$ cat src/common/wdt_consts.vh
// offsets, field positions, reset values and counts of the watchdog
// Contract
// - load write changes the count only while the reload write-enable bit is 1
// - 32-bit down counter; interrupt or reset when the count reaches zero
// - control bit 4 starts the counter, counting down from the loaded value
// - control bit 6 set: watchdog reset asserted on the underflow event
// - interrupt mode auto-reloads a count after underflow, only with interrupt enable
// - written reload value reaches the count within 5 counter clock cycles
// - interrupt and readable count lag the counter by at most 2 bus clocks
// - control bit 3 clear: bus clock; set: one of 3 external sources
// - 3-bit prescale field divides the source clock, at most by 256
// - load-to-flag time is load times prescaled period plus small sync slack
// - after reset the timeout is 2000 ms with no software setup
// - count register reads the live counter, reset value 0x0000FFFF
`ifndef WDT_CONSTS_VH
`define WDT_CONSTS_VH

`define OFS_RELOAD          12'h000
`define OFS_COUNT           12'h004
`define OFS_CONTROL         12'h008
`define OFS_STATUS          12'h00C
`define OFS_MASK            12'h010

`define RST_RELOAD          32'h0000_0000
`define RST_COUNT           32'h0000_FFFF
`define RST_CONTROL         32'h0000_805C
`define RST_MASK            3'h1
`define CTL_WRITE_MASK      32'h0000_807F

`define CTL_PRESCALE_LSB    0
`define CTL_PRESCALE_MSB    2
`define CTL_EXT_CLK         3
`define CTL_COUNT_EN        4
`define CTL_IRQ_EN          5
`define CTL_RST_EN          6
`define CTL_LOAD_WEN        15

`define ST_UNDERFLOW        0
`define ST_RESET_EVT        1
`define ST_LOAD_BLOCKED     2
`define ST_WIDTH            3

`define RESET_PULSE_CYCLES  5'h10
`define HSIZE_WORD          3'h2

`endif

$ cat src/logic/counter_tick_gen.v
// clock source select and power-of-two prescaler for the watchdog counter
`default_nettype none
`include "wdt_consts.vh"
module counter_tick_gen (
  // clock and reset
  input  wire       hclk,
  input  wire       hresetn,
  // source selection
  input  wire [2:0] ext_clk_pin,
  input  wire [1:0] ext_source_select,
  input  wire       external_clock_select,
  input  wire       clock_enable_in,
  input  wire [2:0] prescale_select,
  // one-cycle tick of the prescaled counter clock
  output reg        counter_tick
);
  reg  [2:0] sync1_reg;
  reg  [2:0] sync2_reg;
  reg  [2:0] sync3_reg;
  reg  [7:0] div_reg;
  wire [2:0] rise;
  wire       src_tick;
  wire [8:0] div_mask;

  genvar i;
  generate
    for (i = 0; i < 3; i = i + 1) begin : g_sync
      // pins are asynchronous: two flops before any edge logic
      always @(posedge hclk or negedge hresetn) begin
        if (!hresetn) begin
          sync1_reg[i] <= 1'b0;
          sync2_reg[i] <= 1'b0;
          sync3_reg[i] <= 1'b0;
        end else begin
          sync1_reg[i] <= ext_clk_pin[i];
          sync2_reg[i] <= sync1_reg[i];
          sync3_reg[i] <= sync2_reg[i];
        end
      end
      assign rise[i] = sync2_reg[i] & ~sync3_reg[i];
    end
  endgenerate

  // source 3 unused: selection code 3 yields no ticks
  assign src_tick = !clock_enable_in ? 1'b0 :
                    !external_clock_select ? 1'b1 :
                    (ext_source_select == 2'h3) ? 1'b0 :
                    rise[ext_source_select];

  // division 2^(n+1): n = 7 gives 256
  assign div_mask = (9'h002 << prescale_select) - 9'h001;

  always @(posedge hclk or negedge hresetn) begin
    if (!hresetn) begin
      div_reg      <= 8'h00;
      counter_tick <= 1'b0;
    end else begin
      if (src_tick) begin
        div_reg <= div_reg + 8'h01;
      end
      // first period after a prescale change may be short
      counter_tick <= src_tick & ((div_reg & div_mask[7:0]) == div_mask[7:0]);
    end
  end
endmodule
`default_nettype wire

$ cat src/logic/ahb_reg_port.v
// ahb-lite slave front end: address phase capture and registered read data
`default_nettype none
`include "wdt_consts.vh"
module ahb_reg_port (
  // clock and reset
  input  wire        hclk,
  input  wire        hresetn,
  // ahb-lite slave
  input  wire        hsel,
  input  wire [31:0] haddr,
  input  wire [1:0]  htrans,
  input  wire        hwrite,
  input  wire [2:0]  hsize,
  input  wire        hready,
  output wire        hreadyout,
  output wire        hresp,
  output wire [31:0] hrdata,
  // register file side
  output wire [11:0] rd_addr,
  input  wire [31:0] rd_value,
  output wire        wr_strobe,
  output wire [11:0] wr_addr
);
  reg  [31:0] hrdata_reg;
  reg         wr_pending_reg;
  reg  [11:0] wr_addr_reg;
  wire        take;

  // never stalls, never errors
  assign hreadyout = 1'b1;
  assign hresp     = 1'b0;
  assign take      = hsel & hready & htrans[1];
  assign rd_addr   = {haddr[11:2], 2'b00};
  assign hrdata    = hrdata_reg;
  assign wr_strobe = wr_pending_reg;
  assign wr_addr   = wr_addr_reg;

  // read data snapshot at the address edge, so data phase is zero-wait
  always @(posedge hclk or negedge hresetn) begin
    if (!hresetn) begin
      hrdata_reg     <= 32'h0000_0000;
      wr_pending_reg <= 1'b0;
      wr_addr_reg    <= 12'h000;
    end else begin
      wr_pending_reg <= take & hwrite & (hsize == `HSIZE_WORD);
      if (take) begin
        wr_addr_reg <= rd_addr;
      end
      if (take & !hwrite) begin
        hrdata_reg <= rd_value;
      end
    end
  end
endmodule
`default_nettype wire

$ cat src/logic/watchdog_down_counter.v
// watchdog down counter with ahb-lite registers, interrupt and reset output
`default_nettype none
`include "wdt_consts.vh"
module watchdog_down_counter (
  // clock and reset
  input  wire        hclk,
  input  wire        hresetn,
  // ahb-lite slave
  input  wire        hsel,
  input  wire [31:0] haddr,
  input  wire [1:0]  htrans,
  input  wire        hwrite,
  input  wire [2:0]  hsize,
  input  wire        hready,
  input  wire [31:0] hwdata,
  output wire [31:0] hrdata,
  output wire        hreadyout,
  output wire        hresp,
  // external clock pins and clock unit controls
  input  wire [2:0]  ext_clk_pin,
  input  wire [1:0]  ext_source_select,
  input  wire        wdt_clock_enable,
  // event outputs
  output wire        watchdog_irq,
  output wire        watchdog_reset_out
);

  // bus front end
  wire [11:0] rd_addr;
  wire [11:0] wr_addr;
  wire        wr_strobe;
  reg  [31:0] rd_value;

  // register state
  reg  [31:0]          reload_value_reg;
  reg  [31:0]          count_reg;
  reg  [31:0]          count_next;
  reg  [31:0]          control_reg;
  reg  [`ST_WIDTH-1:0] status_reg;
  reg  [`ST_WIDTH-1:0] status_next;
  reg  [`ST_WIDTH-1:0] mask_reg;
  reg                  armed_reg;
  reg                  armed_next;
  reg                  irq_reg;
  reg                  reset_out_reg;
  reg  [4:0]           reset_hold_reg;

  // decoded writes
  wire wr_reload;
  wire wr_control;
  wire wr_status;
  wire wr_mask;

  // control fields
  wire       count_enable;
  wire       underflow_irq_enable;
  wire       underflow_reset_enable;
  wire       reload_write_enable;
  wire       external_clock_select;
  wire [2:0] prescale_select;

  // counter events
  wire counter_tick;
  wire run_tick;
  wire underflow;
  wire load_taken;
  wire load_blocked;
  wire irq_event;
  wire reset_event;

  ahb_reg_port u_port (
    .hclk      (hclk),
    .hresetn   (hresetn),
    .hsel      (hsel),
    .haddr     (haddr),
    .htrans    (htrans),
    .hwrite    (hwrite),
    .hsize     (hsize),
    .hready    (hready),
    .hreadyout (hreadyout),
    .hresp     (hresp),
    .hrdata    (hrdata),
    .rd_addr   (rd_addr),
    .rd_value  (rd_value),
    .wr_strobe (wr_strobe),
    .wr_addr   (wr_addr)
  );

  counter_tick_gen u_tick (
    .hclk                  (hclk),
    .hresetn               (hresetn),
    .ext_clk_pin           (ext_clk_pin),
    .ext_source_select     (ext_source_select),
    .external_clock_select (external_clock_select),
    .clock_enable_in       (wdt_clock_enable),
    .prescale_select       (prescale_select),
    .counter_tick          (counter_tick)
  );

  assign wr_reload  = wr_strobe & (wr_addr == `OFS_RELOAD);
  assign wr_control = wr_strobe & (wr_addr == `OFS_CONTROL);
  assign wr_status  = wr_strobe & (wr_addr == `OFS_STATUS);
  assign wr_mask    = wr_strobe & (wr_addr == `OFS_MASK);

  assign count_enable           = control_reg[`CTL_COUNT_EN];
  assign underflow_irq_enable   = control_reg[`CTL_IRQ_EN];
  assign underflow_reset_enable = control_reg[`CTL_RST_EN];
  assign reload_write_enable    = control_reg[`CTL_LOAD_WEN];
  assign external_clock_select  = control_reg[`CTL_EXT_CLK];
  assign prescale_select        = control_reg[`CTL_PRESCALE_MSB:`CTL_PRESCALE_LSB];

  // count only on ticks of the prescaled clock while enabled
  assign run_tick = counter_tick & count_enable;

  // reaching zero from a loaded value; armed stops a stuck zero re-firing
  // a taken load in the same cycle suppresses the underflow: software restart wins
  assign underflow = run_tick & armed_reg & ~load_taken &
                     (count_reg <= 32'h0000_0001);

  assign load_taken   = wr_reload & reload_write_enable;
  assign load_blocked = wr_reload & ~reload_write_enable;

  // interrupt flag only in interrupt mode
  assign irq_event   = underflow & underflow_irq_enable;
  assign reset_event = underflow & underflow_reset_enable;

  // reload value store; kept even when the count is locked
  always @(posedge hclk or negedge hresetn) begin
    if (!hresetn) begin
      reload_value_reg <= `RST_RELOAD;
    end else if (wr_reload) begin
      reload_value_reg <= hwdata;
    end
  end

  // control register; unused bits read zero
  always @(posedge hclk or negedge hresetn) begin
    if (!hresetn) begin
      control_reg <= `RST_CONTROL;
    end else if (wr_control) begin
      control_reg <= hwdata & `CTL_WRITE_MASK;
    end
  end

  // interrupt mask, same layout as status
  always @(posedge hclk or negedge hresetn) begin
    if (!hresetn) begin
      mask_reg <= `RST_MASK;
    end else if (wr_mask) begin
      mask_reg <= hwdata[`ST_WIDTH-1:0];
    end
  end

  // down counter next state
  always @* begin
    count_next = count_reg;
    armed_next = armed_reg;
    if (load_taken) begin
      // load wins over a same-cycle tick: software restart takes priority
      count_next = hwdata;
      armed_next = 1'b1;
    end else if (underflow) begin
      if (underflow_irq_enable) begin
        // stay armed so the next period can fire again
        count_next = reload_value_reg;
        armed_next = 1'b1;
      end else begin
        count_next = 32'h0000_0000;
        armed_next = 1'b0;
      end
    end else if (run_tick && (count_reg != 32'h0000_0000)) begin
      count_next = count_reg - 32'h0000_0001;
    end
  end

  // the reset value gives the default timeout without software
  always @(posedge hclk or negedge hresetn) begin
    if (!hresetn) begin
      count_reg <= `RST_COUNT;
      armed_reg <= 1'b1;
    end else begin
      count_reg <= count_next;
      armed_reg <= armed_next;
    end
  end

  // sticky status, write one to clear; a new event wins over its clear
  always @* begin
    status_next = status_reg;
    if (wr_status) begin
      status_next = status_reg & ~hwdata[`ST_WIDTH-1:0];
    end
    if (load_taken) begin
      // a reload acknowledges a pending underflow request
      status_next[`ST_UNDERFLOW] = 1'b0;
    end
    if (irq_event) begin
      status_next[`ST_UNDERFLOW] = 1'b1;
    end
    if (reset_event) begin
      status_next[`ST_RESET_EVT] = 1'b1;
    end
    if (load_blocked) begin
      status_next[`ST_LOAD_BLOCKED] = 1'b1;
    end
  end

  always @(posedge hclk or negedge hresetn) begin
    if (!hresetn) begin
      status_reg <= {`ST_WIDTH{1'b0}};
    end else begin
      status_reg <= status_next;
    end
  end

  // registered level interrupt: taken from status_next, so it changes on the same bus clock edge as the status bit
  always @(posedge hclk or negedge hresetn) begin
    if (!hresetn) begin
      irq_reg <= 1'b0;
    end else begin
      irq_reg <= |(status_next & mask_reg);
    end
  end

  assign watchdog_irq = irq_reg;

  // reset pulse of fixed length so the system reset logic can catch it
  always @(posedge hclk or negedge hresetn) begin
    if (!hresetn) begin
      reset_hold_reg <= 5'h00;
      reset_out_reg  <= 1'b0;
    end else if (reset_event) begin
      reset_hold_reg <= `RESET_PULSE_CYCLES - 5'h01;
      reset_out_reg  <= 1'b1;
    end else if (reset_hold_reg != 5'h00) begin
      reset_hold_reg <= reset_hold_reg - 5'h01;
      reset_out_reg  <= 1'b1;
    end else begin
      reset_out_reg  <= 1'b0;
    end
  end

  assign watchdog_reset_out = reset_out_reg;

  // read mux; load register is write-only and reads zero
  always @* begin
    case (rd_addr)
      `OFS_RELOAD: begin
        rd_value = 32'h0000_0000;
      end
      `OFS_COUNT: begin
        rd_value = count_reg;
      end
      `OFS_CONTROL: begin
        rd_value = control_reg;
      end
      `OFS_STATUS: begin
        rd_value = {{(32-`ST_WIDTH){1'b0}}, status_reg};
      end
      `OFS_MASK: begin
        rd_value = {{(32-`ST_WIDTH){1'b0}}, mask_reg};
      end
      default: begin
        rd_value = 32'h0000_0000;
      end
    endcase
  end

endmodule
`default_nettype wire

$ cat config.mk
export PLATFORM = sky130hd
export DESIGN_NAME = watchdog_down_counter
export DESIGN_NICKNAME = d
export VERILOG_FILES = /design/src/logic/counter_tick_gen.v /design/src/logic/ahb_reg_port.v /design/src/logic/watchdog_down_counter.v
export VERILOG_INCLUDE_DIRS = /design/src /design/src/common
export SDC_FILE = /design/constraint.sdc
export NUM_CORES = 1
export LEC_CHECK = 0
export BUFFER_PORTS_ARGS = -buffer_cell sky130_fd_sc_hd__buf_2
export CAP_MARGIN = 10
export CORE_ASPECT_RATIO = 0.7
export CORE_MARGIN = 2
export CORE_UTILIZATION = 46
export CTS_CLUSTER_SIZE = 30
export DETAILED_ROUTE_END_ITERATION = 12
export GPL_TIMING_DRIVEN = 0
export PLACE_DENSITY_LB_ADDON = 0.15
export SLEW_MARGIN = 20
export SYNTH_ARGS = -nofsm -noshare
export SYNTH_HDL_FRONTEND = slang
export SYNTH_SLANG_ARGS = --single-unit
$ cat constraint.sdc
create_clock -name hclk -period 4 [get_ports hclk]
set_clock_uncertainty 0.1 [all_clocks]
set_input_delay 0.8 -clock hclk [delete_from_list [all_inputs] [get_ports hclk]]
set_output_delay 0.8 -clock hclk [all_outputs]
set_load 0.01 [all_outputs]
Yosys cells after proc, flatten, opt, wreduce, memory -nomap -nowiden --
Index checks and enable logic that the tools add are counted.
Storage, ports and cells: output and inout bits 36, bits in registers 147, word-level logic and storage cells 101, input bits 80
Cells by class: multiplexer cells 22, bitwise gates (word level) 30, equality and inequality tests 10, reduce and logical (&&, ||, !) cells 9, shift operators 1, $lt $le $gt $ge 2, $add $sub $neg 4
Operators with widths (number):
- $mux W32 | 4
- $pmux W32 S4 | 1
- $eq A10 B2 Y1 const B | 4
- $le A32 B1 Y1 const B | 1
- $reduce_bool A32 Y1 | 1
- $sub A32 B1 Y32 const B | 1
- $and A1 B1 Y1 | 21
- $eq A10 B3 Y1 const B | 2
- $mux W1 | 13
- $logic_not A12 Y1 | 1
- $eq A10 B1 Y1 const B | 1
- $mux W5 | 2
- $add A8 B1 Y8 const B | 1
- $and A8 B8 Y8 | 1
- $eq A8 B8 Y1 | 1
- $shl A2 B3 Y8 const A | 1
- $sub A8 B1 Y8 const B | 1
- $and A3 B3 Y3 | 2
- $not A1 Y1 | 5
- $reduce_bool A5 Y1 | 1
- $sub A5 B1 Y5 const B | 1
- $reduce_bool A2 Y1 | 2
- $eq A3 B2 Y1 const B | 1
- $lt A2 B3 Y1 const B | 1
- other kinds (8) | 8

Depth between registers and ports, before layout --
Gate-level depths: netlist of the first run.
word-level depth 10, mapped depth 10, mapped depth without buffers 8

By module --
A second synthesis of the first run with hierarchy kept.
Second synthesis, totals: cells, all modules 788, area, all modules 7881.3 µm²
By module, submodules not included:
- watchdog_down_counter | area an instance 5202.5 µm², cells each 612, instances 1, seq. area each 2180.8 µm²
- ahb_reg_port | area an instance 1871.8 µm², cells each 111, instances 1, seq. area each 1076.0 µm²
- counter_tick_gen | area an instance 807.0 µm², cells each 65, instances 1, seq. area each 450.4 µm²

Least setup slack after synthesis of the first run --
Ideal clock, no wire load.
path kind reg-to-reg, start point register count_reg[1], end point register count_reg[28], period minus slack after synthesis 2.547 ns, path buffers 1, stages on the path, launching flop included 10, arrival 2.326 ns, path slack 1.453 ns, cell sequence dfstp_2 inv_1 ha_1 or4b_1 buf_2 or4_1 nor4_1 xnor2_1 o21ai_1 a22o_1
On the way: word-level cells in the longest chain between the ends 4, elaborated cells between the ends (all ways) 9, those cells by class add/sub: 1; order compare: 1; mux: 3; bitwise: 1; reduce/logical: 3
Ends and longest elaborated chain:
- start, declared | line watchdog_down_counter.v:36 | reg [31:0] count_reg;
- start signal, assigned | line watchdog_down_counter.v:179 | count_reg <= `RST_COUNT;
- start signal, assigned | line watchdog_down_counter.v:182 | count_reg <= count_next;
- $sub A32 B1 Y32 or $le A32 B1 Y1 (tied branches) | line watchdog_down_counter.v:172, watchdog_down_counter.v:118
- $mux W32 or $and A1 B1 Y1 (tied branches) | line watchdog_down_counter.v:171, watchdog_down_counter.v:117
- $mux W32 | line watchdog_down_counter.v:162 | end else if (underflow) begin
- $mux W32 | line watchdog_down_counter.v:158 | if (load_taken) begin
Parallel ways exist; a longest one is shown, timed or not. The select of a mux whose other input is x is not followed. A chain may end at the register's enable or synchronous reset.

Worst setup path in the final report of the first run --
start point register u_port.wr_addr_reg[5] (netlist: u_port.wr_addr[5]), end point register reload_value_reg[15]
On the way: word-level cells in the longest chain between the ends 2
Ends and longest elaborated chain:
- start, declared | line ahb_reg_port.v:26 | reg [11:0] wr_addr_reg;
- start signal, assigned | line ahb_reg_port.v:47 | wr_addr_reg <= rd_addr;
- $logic_not A12 Y1 (no line)
- $and A1 B1 Y1 | line watchdog_down_counter.v:100 | assign wr_reload = wr_strobe & (wr_addr == `OFS_RELOAD);
- end signal, assigned | line watchdog_down_counter.v:130 | reload_value_reg <= `RST_RELOAD;
- end signal, assigned | line watchdog_down_counter.v:132 | reload_value_reg <= hwdata;
- end, declared | line watchdog_down_counter.v:35 | reg [31:0] reload_value_reg;
Every way passes these cells.

==> metrics.log, run 1 <==
[metrics] number of synthesized flops with an enable pin: 0
[metrics] number of DRC markers in iteration 0: just under 700
[metrics] type of the setup path with the least slack: reg2reg
[metrics] commonest cells after routing, fill and taps aside: sky130_fd_sc_hd__dfrtp_1, sky130_fd_sc_hd__buf_2, sky130_fd_sc_hd__nand2_1, sky130_fd_sc_hd__nor2_1, sky130_fd_sc_hd__mux2_2
[metrics] fraction of final layout cells with drive strength greater than 1: 26.7%
[metrics] Overall Power: between 3 and 4 mW
[metrics] largest fanout on the critical path: 10
[metrics] detailed placer's ending HPWL: roughly 17 mm
[metrics] ranking of synthesized cells by area: sky130_fd_sc_hd__dfrtp_1, sky130_fd_sc_hd__dfstp_2, sky130_fd_sc_hd__mux2_2, sky130_fd_sc_hd__nand2_1, sky130_fd_sc_hd__nor2_1
[metrics] worst IR drop on VDD: 0.000240 V
[metrics] total global routing overflow: 0
[metrics] synth unique cells: between 70 and 80
[metrics] first-pass GRT wire length: between 30 and 40 mm
[metrics] Cell Pwr Density: about 400 nW/um2
[metrics] fmax: between 0.3 and 0.4 GHz
[metrics] horizontal extent of the die: 157 um
[metrics] effective utilization at floorplan: a little under half
[metrics] number of setup violations in the final report: 0
[metrics] clock tree from TritonCTS: done
[metrics] endpoint class of the critical path: flop
[metrics] leading area contributor after synthesis: sky130_fd_sc_hd__dfrtp_1
[metrics] placer congestion estimate: around 0.95
[metrics] max cap viols: 0
[metrics] cell area after layout: ~8900 um2
[metrics] count of synthesis-stage warnings from yosys: 0
[metrics] share of the synthesized area in the top cell type: 41.1%
[metrics] Net Sw Frac: approximately a quarter
[metrics] # diodes: 0
[metrics] slew at the pin with the worst max-slew slack: roughly 1000 ps
[metrics] number of routed nets with antenna violations: 0
[metrics] Final period util: 80.5%
[metrics] worst slack at placement: around 870 ps
[metrics] number of search-and-repair iterations in the first detailed-routing pass: 5
[metrics] Max transition margin: a little under a third
[metrics] clock share of power: 45.6%
[metrics] placeable core area: 16200 um2
[metrics] final count of pins violating max slew: 0
[metrics] post-synthesis sequential area ratio: 49.1%
[metrics] Required @ worst endpoint: about 4200 ps
[metrics] Layout Area Growth over Synthesis: 18.1%
[metrics] Final min period: ~3200 ps
[metrics] Skew-Pair Late Insertion Delay: approximately 440 ps
[metrics] net switching power: between 0.9 and 1 mW
[metrics] # port buffers: 89
[metrics] number of antenna violations at the first check in global routing: 0
[metrics] fraction of registers with async set/reset: 100%
[metrics] number of instances resized during post-cts repair: 0
[metrics] buffer levels on the longest clock path: 2
[metrics] CTS Buf Count: 17
[metrics] Buf+Inv Stages, Crit Path: 2
[metrics] largest delay contributor family on the critical path: buffers and inverters
[metrics] number of nets in the final layout: 946
[metrics] leading register cell type out of synthesis: sky130_fd_sc_hd__dfrtp_1
[metrics] htree depth: 4
[metrics] total via count in the routed design: between 6000 and 7000
[metrics] synthesized netlist cell count: 751
[metrics] final hold violation count: 0
[metrics] number of global-route vias before repair: roughly 6400
[metrics] Worst Setup Start Kind: flop
[metrics] data arrival time at the worst-slack endpoint: around 3400 ps
[metrics] largest incremental delay on the critical path: between 700 and 800 ps
[metrics] cell with the largest stage delay on the worst path: sky130_fd_sc_hd__buf_1
[metrics] post-detailed-placement cell area: 8310 um2
[metrics] layout filler cell count: 1461
[metrics] clock edge transition at the registers on the reported setup and hold paths: about 70 ps
[metrics] Combinational Power Share: under 10%
[metrics] syn nets: roughly 840
[metrics] Clock Root Buffer: sky130_fd_sc_hd__clkbuf_16
[metrics] per-cell via count in the routed design: 5.91
[metrics] Die Area: 17500 um2
[metrics] series of cell instances along the critical path: or4b_1 -> nor4b_2 -> buf_2 -> buf_1 -> mux2_2
[metrics] final setup margin: 778 ps
[metrics] worst min path class: in2async
[metrics] Int Pwr: roughly 2.6 mW
[metrics] number of post-CTS setup repair buffers: 0
[metrics] DRC: 0
[metrics] Post-CTS Hold Fix Bufs: 0
[metrics] WL/cell: 21.4 um
[metrics] Die H: around 110 um
[metrics] syn avg cell area: between 10 and 15 um2
[metrics] Reg power frac: 46.6%
[metrics] status: finished clean
[metrics] DRT Wirelength: 23.5 mm
[metrics] Rows: 39
[metrics] leak pwr: about 4 nW
[metrics] I/O pins: around 120
[metrics] most frequent standard cell in the layout excluding fill and tap cells: sky130_fd_sc_hd__dfrtp_1
[metrics] setup repair after global routing missed its margin: no
[metrics] Setup TNS: 0 ps
[metrics] largest net degree at the start of global routing: 81
[metrics] post-synthesis instance area: between 7000 and 8000 um2
[metrics] number of synthesized register bits: roughly 150
[metrics] number of clock sinks: roughly 150
[metrics] All-Layer GR Usage: 28.3%
[path summary, 6_finish.rpt]
path / depth (start not counted) / start / to / slack (ps)
worst max-delay path: 5 / u_port.wr_addr[5] / reload_value_reg[15] / 780
worst min-delay path: 1 / hresetn / u_tick.sync2_reg[1] / 210
worst max register to register: 5 / u_port.wr_addr[5] / reload_value_reg[15] / 780
worst min register to register: 0 / u_tick.sync1_reg[1] / u_tick.sync2_reg[1] / 260
max in group asynchronous: 2 / hresetn / count_reg[8] / 2770
min in group hclk: 0 / u_tick.sync1_reg[1] / u_tick.sync2_reg[1] / 260
[per-stage QoR]
stage          utilization (%)  std cells  hold WS [ps]
4_1_cts                   55.0       1098           236
5_1_grt                   55.0       1098           239
2_1_floorplan                -        751           231
6_report                  55.0       1098           213
3_3_place_gp              51.1       1065           234
3_5_place_dp              51.3       1066           242
[power groups by stage]
stage                     clock [mW]  sequential (mW)  combinational [mW]
final                           1.63             1.66               0.277
after detailed placement           0             1.69               0.277
after global placement             0             1.68               0.263
after CTS                       1.66             1.66               0.280
after global routing            1.72             1.68               0.313
after floorplan                    0             1.67               0.158
[per-layer routing]
metal,track usage [%],vias to the layer above,routed length (um),part of all wire (%)
met4,6.48,0,306,1.3
li1,-,2956,-,-
met2,38.4,299,9410,40
met3,7.82,27,2290,9.7
met1,44.4,3202,11500,49
met5,0,-,0,0
[worst reg2reg max path, stage by stage, from the launching register on]
cell and delay (ps):
sky130_fd_sc_hd__dfrtp_1 400, sky130_fd_sc_hd__or4b_1 610, sky130_fd_sc_hd__nor4b_2 400, sky130_fd_sc_hd__buf_2 390, sky130_fd_sc_hd__buf_1 780, sky130_fd_sc_hd__mux2_2 420
[cell type report]
class | instances | area (um2) | area share [%]
timing repair buffer | 90 | 483 | 5.42
buffer | 50 | 260 | 2.92
clock buffer | 17 | 425 | 4.77
tap | 225 | 282 | 3.16
sequential | 147 | 3710 | 41.6
clock inverter | 15 | 174 | 1.95
inverter | 12 | 45.0 | 0.505
multi-input combinational | 542 | 3530 | 39.7
[cells in the mapped netlist (4+ instances only)]
master                     instances
sky130_fd_sc_hd__dfrtp_1         124
sky130_fd_sc_hd__nand2_1          94
sky130_fd_sc_hd__nor2_1           64
sky130_fd_sc_hd__mux2_2           52
sky130_fd_sc_hd__o21ai_0          41
sky130_fd_sc_hd__a21oi_1          26
sky130_fd_sc_hd__clkbuf_1         26
sky130_fd_sc_hd__nor3_1           24
sky130_fd_sc_hd__dfstp_2          23
sky130_fd_sc_hd__xnor2_1          20
sky130_fd_sc_hd__nor4_1           17
sky130_fd_sc_hd__o31ai_1          17
sky130_fd_sc_hd__nand3_1          14
sky130_fd_sc_hd__and3_1           12
sky130_fd_sc_hd__inv_1            12
sky130_fd_sc_hd__a311oi_1         11
sky130_fd_sc_hd__or3_1            11
sky130_fd_sc_hd__buf_2             9
sky130_fd_sc_hd__and2_1            8
sky130_fd_sc_hd__xor2_1            8
sky130_fd_sc_hd__a31oi_1           7
sky130_fd_sc_hd__nand4_1           7
sky130_fd_sc_hd__o22ai_1           7
sky130_fd_sc_hd__a211oi_1          6
sky130_fd_sc_hd__a221oi_1          6
sky130_fd_sc_hd__ha_1              6
sky130_fd_sc_hd__or4_1             6
sky130_fd_sc_hd__a22o_1            5
sky130_fd_sc_hd__buf_4             5
sky130_fd_sc_hd__a22oi_1           4
sky130_fd_sc_hd__buf_1             4
sky130_fd_sc_hd__buf_6             4
[cell families after synthesis]
family / count (synthesis) / share of synthesized area (%)
AND/OR/NAND/NOR: 292 / 20.1
adder cells (fa/ha/maj): 6 / 0.995
multiplexers: 55 / 8.16
other: 2 / 0.0995
AO/OA/AOI/OAI: 159 / 14.2
flip-flops: 147 / 49.1
XOR/XNOR: 28 / 3.25
buffers and inverters: 62 / 4.04
Note: power is estimated with default switching activity, not from simulation.
==> inputs of run 2 (changes only) <==
==> constraint.sdc (replaced) <==
create_clock -name hclk -period 2.9 [get_ports hclk]
set_clock_uncertainty 0.1 [all_clocks]
set_input_delay 0.58 -clock hclk [delete_from_list [all_inputs] [get_ports hclk]]
set_output_delay 0.58 -clock hclk [all_outputs]
set_load 0.01 [all_outputs]
==> run 2 against run 1 <==
The run now ends with negative hold slack left. Final area increased by 1.7%. Clock-buffer cell count unchanged. Combinational power increased by 38%. Largest cell class unchanged. Largest power group unchanged. Highest routed layer unchanged.
==> metrics.log, run 2 (synthesis results as in run 1) <==
[metrics] fraction of final layout cells with drive strength greater than 1: 29.2%
[metrics] CTS Buf Count: 17
[metrics] effective utilization at floorplan: between 40 and 50%
[metrics] Die H: 111 um
[metrics] number of setup violations in the final report: 0
[metrics] All-Layer GR Usage: between 20% and 30%
[metrics] DRT Wirelength: 23.7 mm
[metrics] horizontal extent of the die: approximately 160 um
[metrics] buffer levels on the longest clock path: 2
[metrics] Int Pwr: around 3.6 mW
[metrics] number of routed nets with antenna violations: 0
[metrics] Max transition margin: about 30%
[metrics] clock tree from TritonCTS: done
[metrics] largest delay contributor family on the critical path: simple AND/OR/NAND/NOR gates
[metrics] number of antenna violations at the first check in global routing: 0
[metrics] final hold violation count: 6
[metrics] endpoint class of the critical path: flop
[metrics] Layout Area Growth over Synthesis: 20.1%
[metrics] largest net degree at the start of global routing: a little over 80
[metrics] placer congestion estimate: between 0.9 and 1
[metrics] data arrival time at the worst-slack endpoint: around 3100 ps
[metrics] clock edge transition at the registers on the reported setup and hold paths: around 70 ps
[metrics] Clock Root Buffer: sky130_fd_sc_hd__clkbuf_16
[metrics] Rows: 39
[metrics] placeable core area: between 15000 and 20000 um2
[metrics] Post-CTS Hold Fix Bufs: 0
[metrics] final count of pins violating max slew: 0
[metrics] largest incremental delay on the critical path: 640 ps
[metrics] number of clock sinks: around 150
[metrics] Overall Power: around 4.9 mW
[metrics] number of DRC markers in iteration 0: roughly 650
[metrics] net switching power: about 1.3 mW
[metrics] # diodes: 0
[metrics] post-detailed-placement cell area: a little over 8000 um2
[metrics] series of cell instances along the critical path: or4b_1 -> nor4b_4 -> buf_6 -> buf_1 -> mux2_2
[metrics] Required @ worst endpoint: slightly above 3000 ps
[metrics] DRC: 0
[metrics] per-cell via count in the routed design: approximately 6.0
[metrics] cell with the largest stage delay on the worst path: sky130_fd_sc_hd__or4b_1
[metrics] Net Sw Frac: about a quarter
[metrics] cell area after layout: about 9100 um2
[metrics] Worst Setup Start Kind: flop
[metrics] status: complete, but fails checks
[metrics] worst min path class: in2async
[metrics] number of global-route vias before repair: 6395
[metrics] Buf+Inv Stages, Crit Path: 2
[metrics] number of nets in the final layout: around 950
[metrics] Cell Pwr Density: 544 nW/um2
[metrics] worst IR drop on VDD: approximately 0.00033 V
[metrics] total global routing overflow: 0
[metrics] clock share of power: between 40% and 50%
[metrics] Setup TNS: 0 ps
[metrics] fmax: about 0.35 GHz
[metrics] first-pass GRT wire length: 37.1 mm
[metrics] Final period util: about 99%
[metrics] slew at the pin with the worst max-slew slack: 1040 ps
[metrics] type of the setup path with the least slack: reg2reg
[metrics] # port buffers: 89
[metrics] violations in the final reports: negative hold slack
[metrics] htree depth: 4
[metrics] leak pwr: a little over 4 nW
[metrics] WL/cell: around 22 um
[metrics] largest fanout on the critical path: 10
[metrics] Skew-Pair Late Insertion Delay: about 440 ps
[metrics] Reg power frac: 46.6%
[metrics] Die Area: 17500 um2
[metrics] commonest cells after routing, fill and taps aside: sky130_fd_sc_hd__dfrtp_1, sky130_fd_sc_hd__nand2_1, sky130_fd_sc_hd__buf_2, sky130_fd_sc_hd__nor2_1, sky130_fd_sc_hd__mux2_2
[metrics] Combinational Power Share: 7.8%
[metrics] Final min period: ~2900 ps
[metrics] I/O pins: between 100 and 150
[metrics] Hold WS: -7.25 ps
[metrics] max cap viols: 0
[metrics] detailed placer's ending HPWL: between 15 and 20 mm
[metrics] most frequent standard cell in the layout excluding fill and tap cells: sky130_fd_sc_hd__dfrtp_1
[metrics] total via count in the routed design: ~6600
[metrics] number of search-and-repair iterations in the first detailed-routing pass: 5
[metrics] layout filler cell count: about 1500
-- run 2: changes by cell type in the layout (fill, tap and decap cells not counted), moves of 4 or more --
cell                       previous run  this run
sky130_fd_sc_hd__buf_4                5        10
sky130_fd_sc_hd__clkbuf_1            26        19
sky130_fd_sc_hd__clkbuf_2             1         5
sky130_fd_sc_hd__clkbuf_4             0         4
-- run 2: worst paths after layout --
path	startpoint	cells past startpoint	endpoint	slack, ps
max in group asynchronous	hresetn	2	count_reg[8]	1890
min in group hclk	ext_clk_pin[0]	1	u_tick.sync1_reg[0]	150
hold / removal	hresetn	1	u_tick.sync2_reg[1]	-7
setup reg to reg	u_port.wr_addr[5]	5	reload_value_reg[22]	40
setup / recovery	u_port.wr_addr[5]	5	reload_value_reg[22]	40
hold reg to reg	u_tick.sync1_reg[1]	0	u_tick.sync2_reg[1]	260
-- run 2: power groups by stage --
stage / logic [mW] / registers (mW) / clock network [mW]
global route: 0.434 / 2.32 / 2.37
finish: 0.383 / 2.30 / 2.25
detailed placement: 0.383 / 2.33 / 0
floorplan: 0.218 / 2.30 / 0
CTS: 0.388 / 2.29 / 2.29
global placement: 0.363 / 2.32 / 0
-- run 2: layout make-up --
| class | count | area [um2] | area share (%) |
|---|---|---|---|
| flip-flops and latches | 147 | 3710 | 40.9 |
| well taps | 225 | 282 | 3.11 |
| multi-input cells | 542 | 3590 | 39.6 |
| inverters | 12 | 45.0 | 0.497 |
| clock inverters | 15 | 174 | 1.92 |
| plain buffers | 49 | 295 | 3.26 |
| repair buffers | 96 | 541 | 5.97 |
| clock buffers | 17 | 425 | 4.69 |
-- run 2: layer usage --
metal	global-route usage, %	vias to the layer above	wire length (um)
met5	0	-	0
met4	6.79	0	316
li1	-	2977	-
met1	44.7	3289	11600
met2	38.3	306	9540
met3	7.62	22	2310
-- run 2: what timing repair did --
action,in CTS,in global routing
setup endpoints to repair,61,41
pin swaps,2,2
setup buffers,3,3
resized for setup,8,28
gates cloned,0,0
-- run 2: per-stage QoR --
step	cells	util [%]	setup slack (ps)
floorplan	751	-	353
global placement	1065	51.1	-917
detailed placement	1066	51.3	-230
CTS	1101	55.3	7.31
global route	1103	55.9	-36.6
finish	1103	55.9	41.3
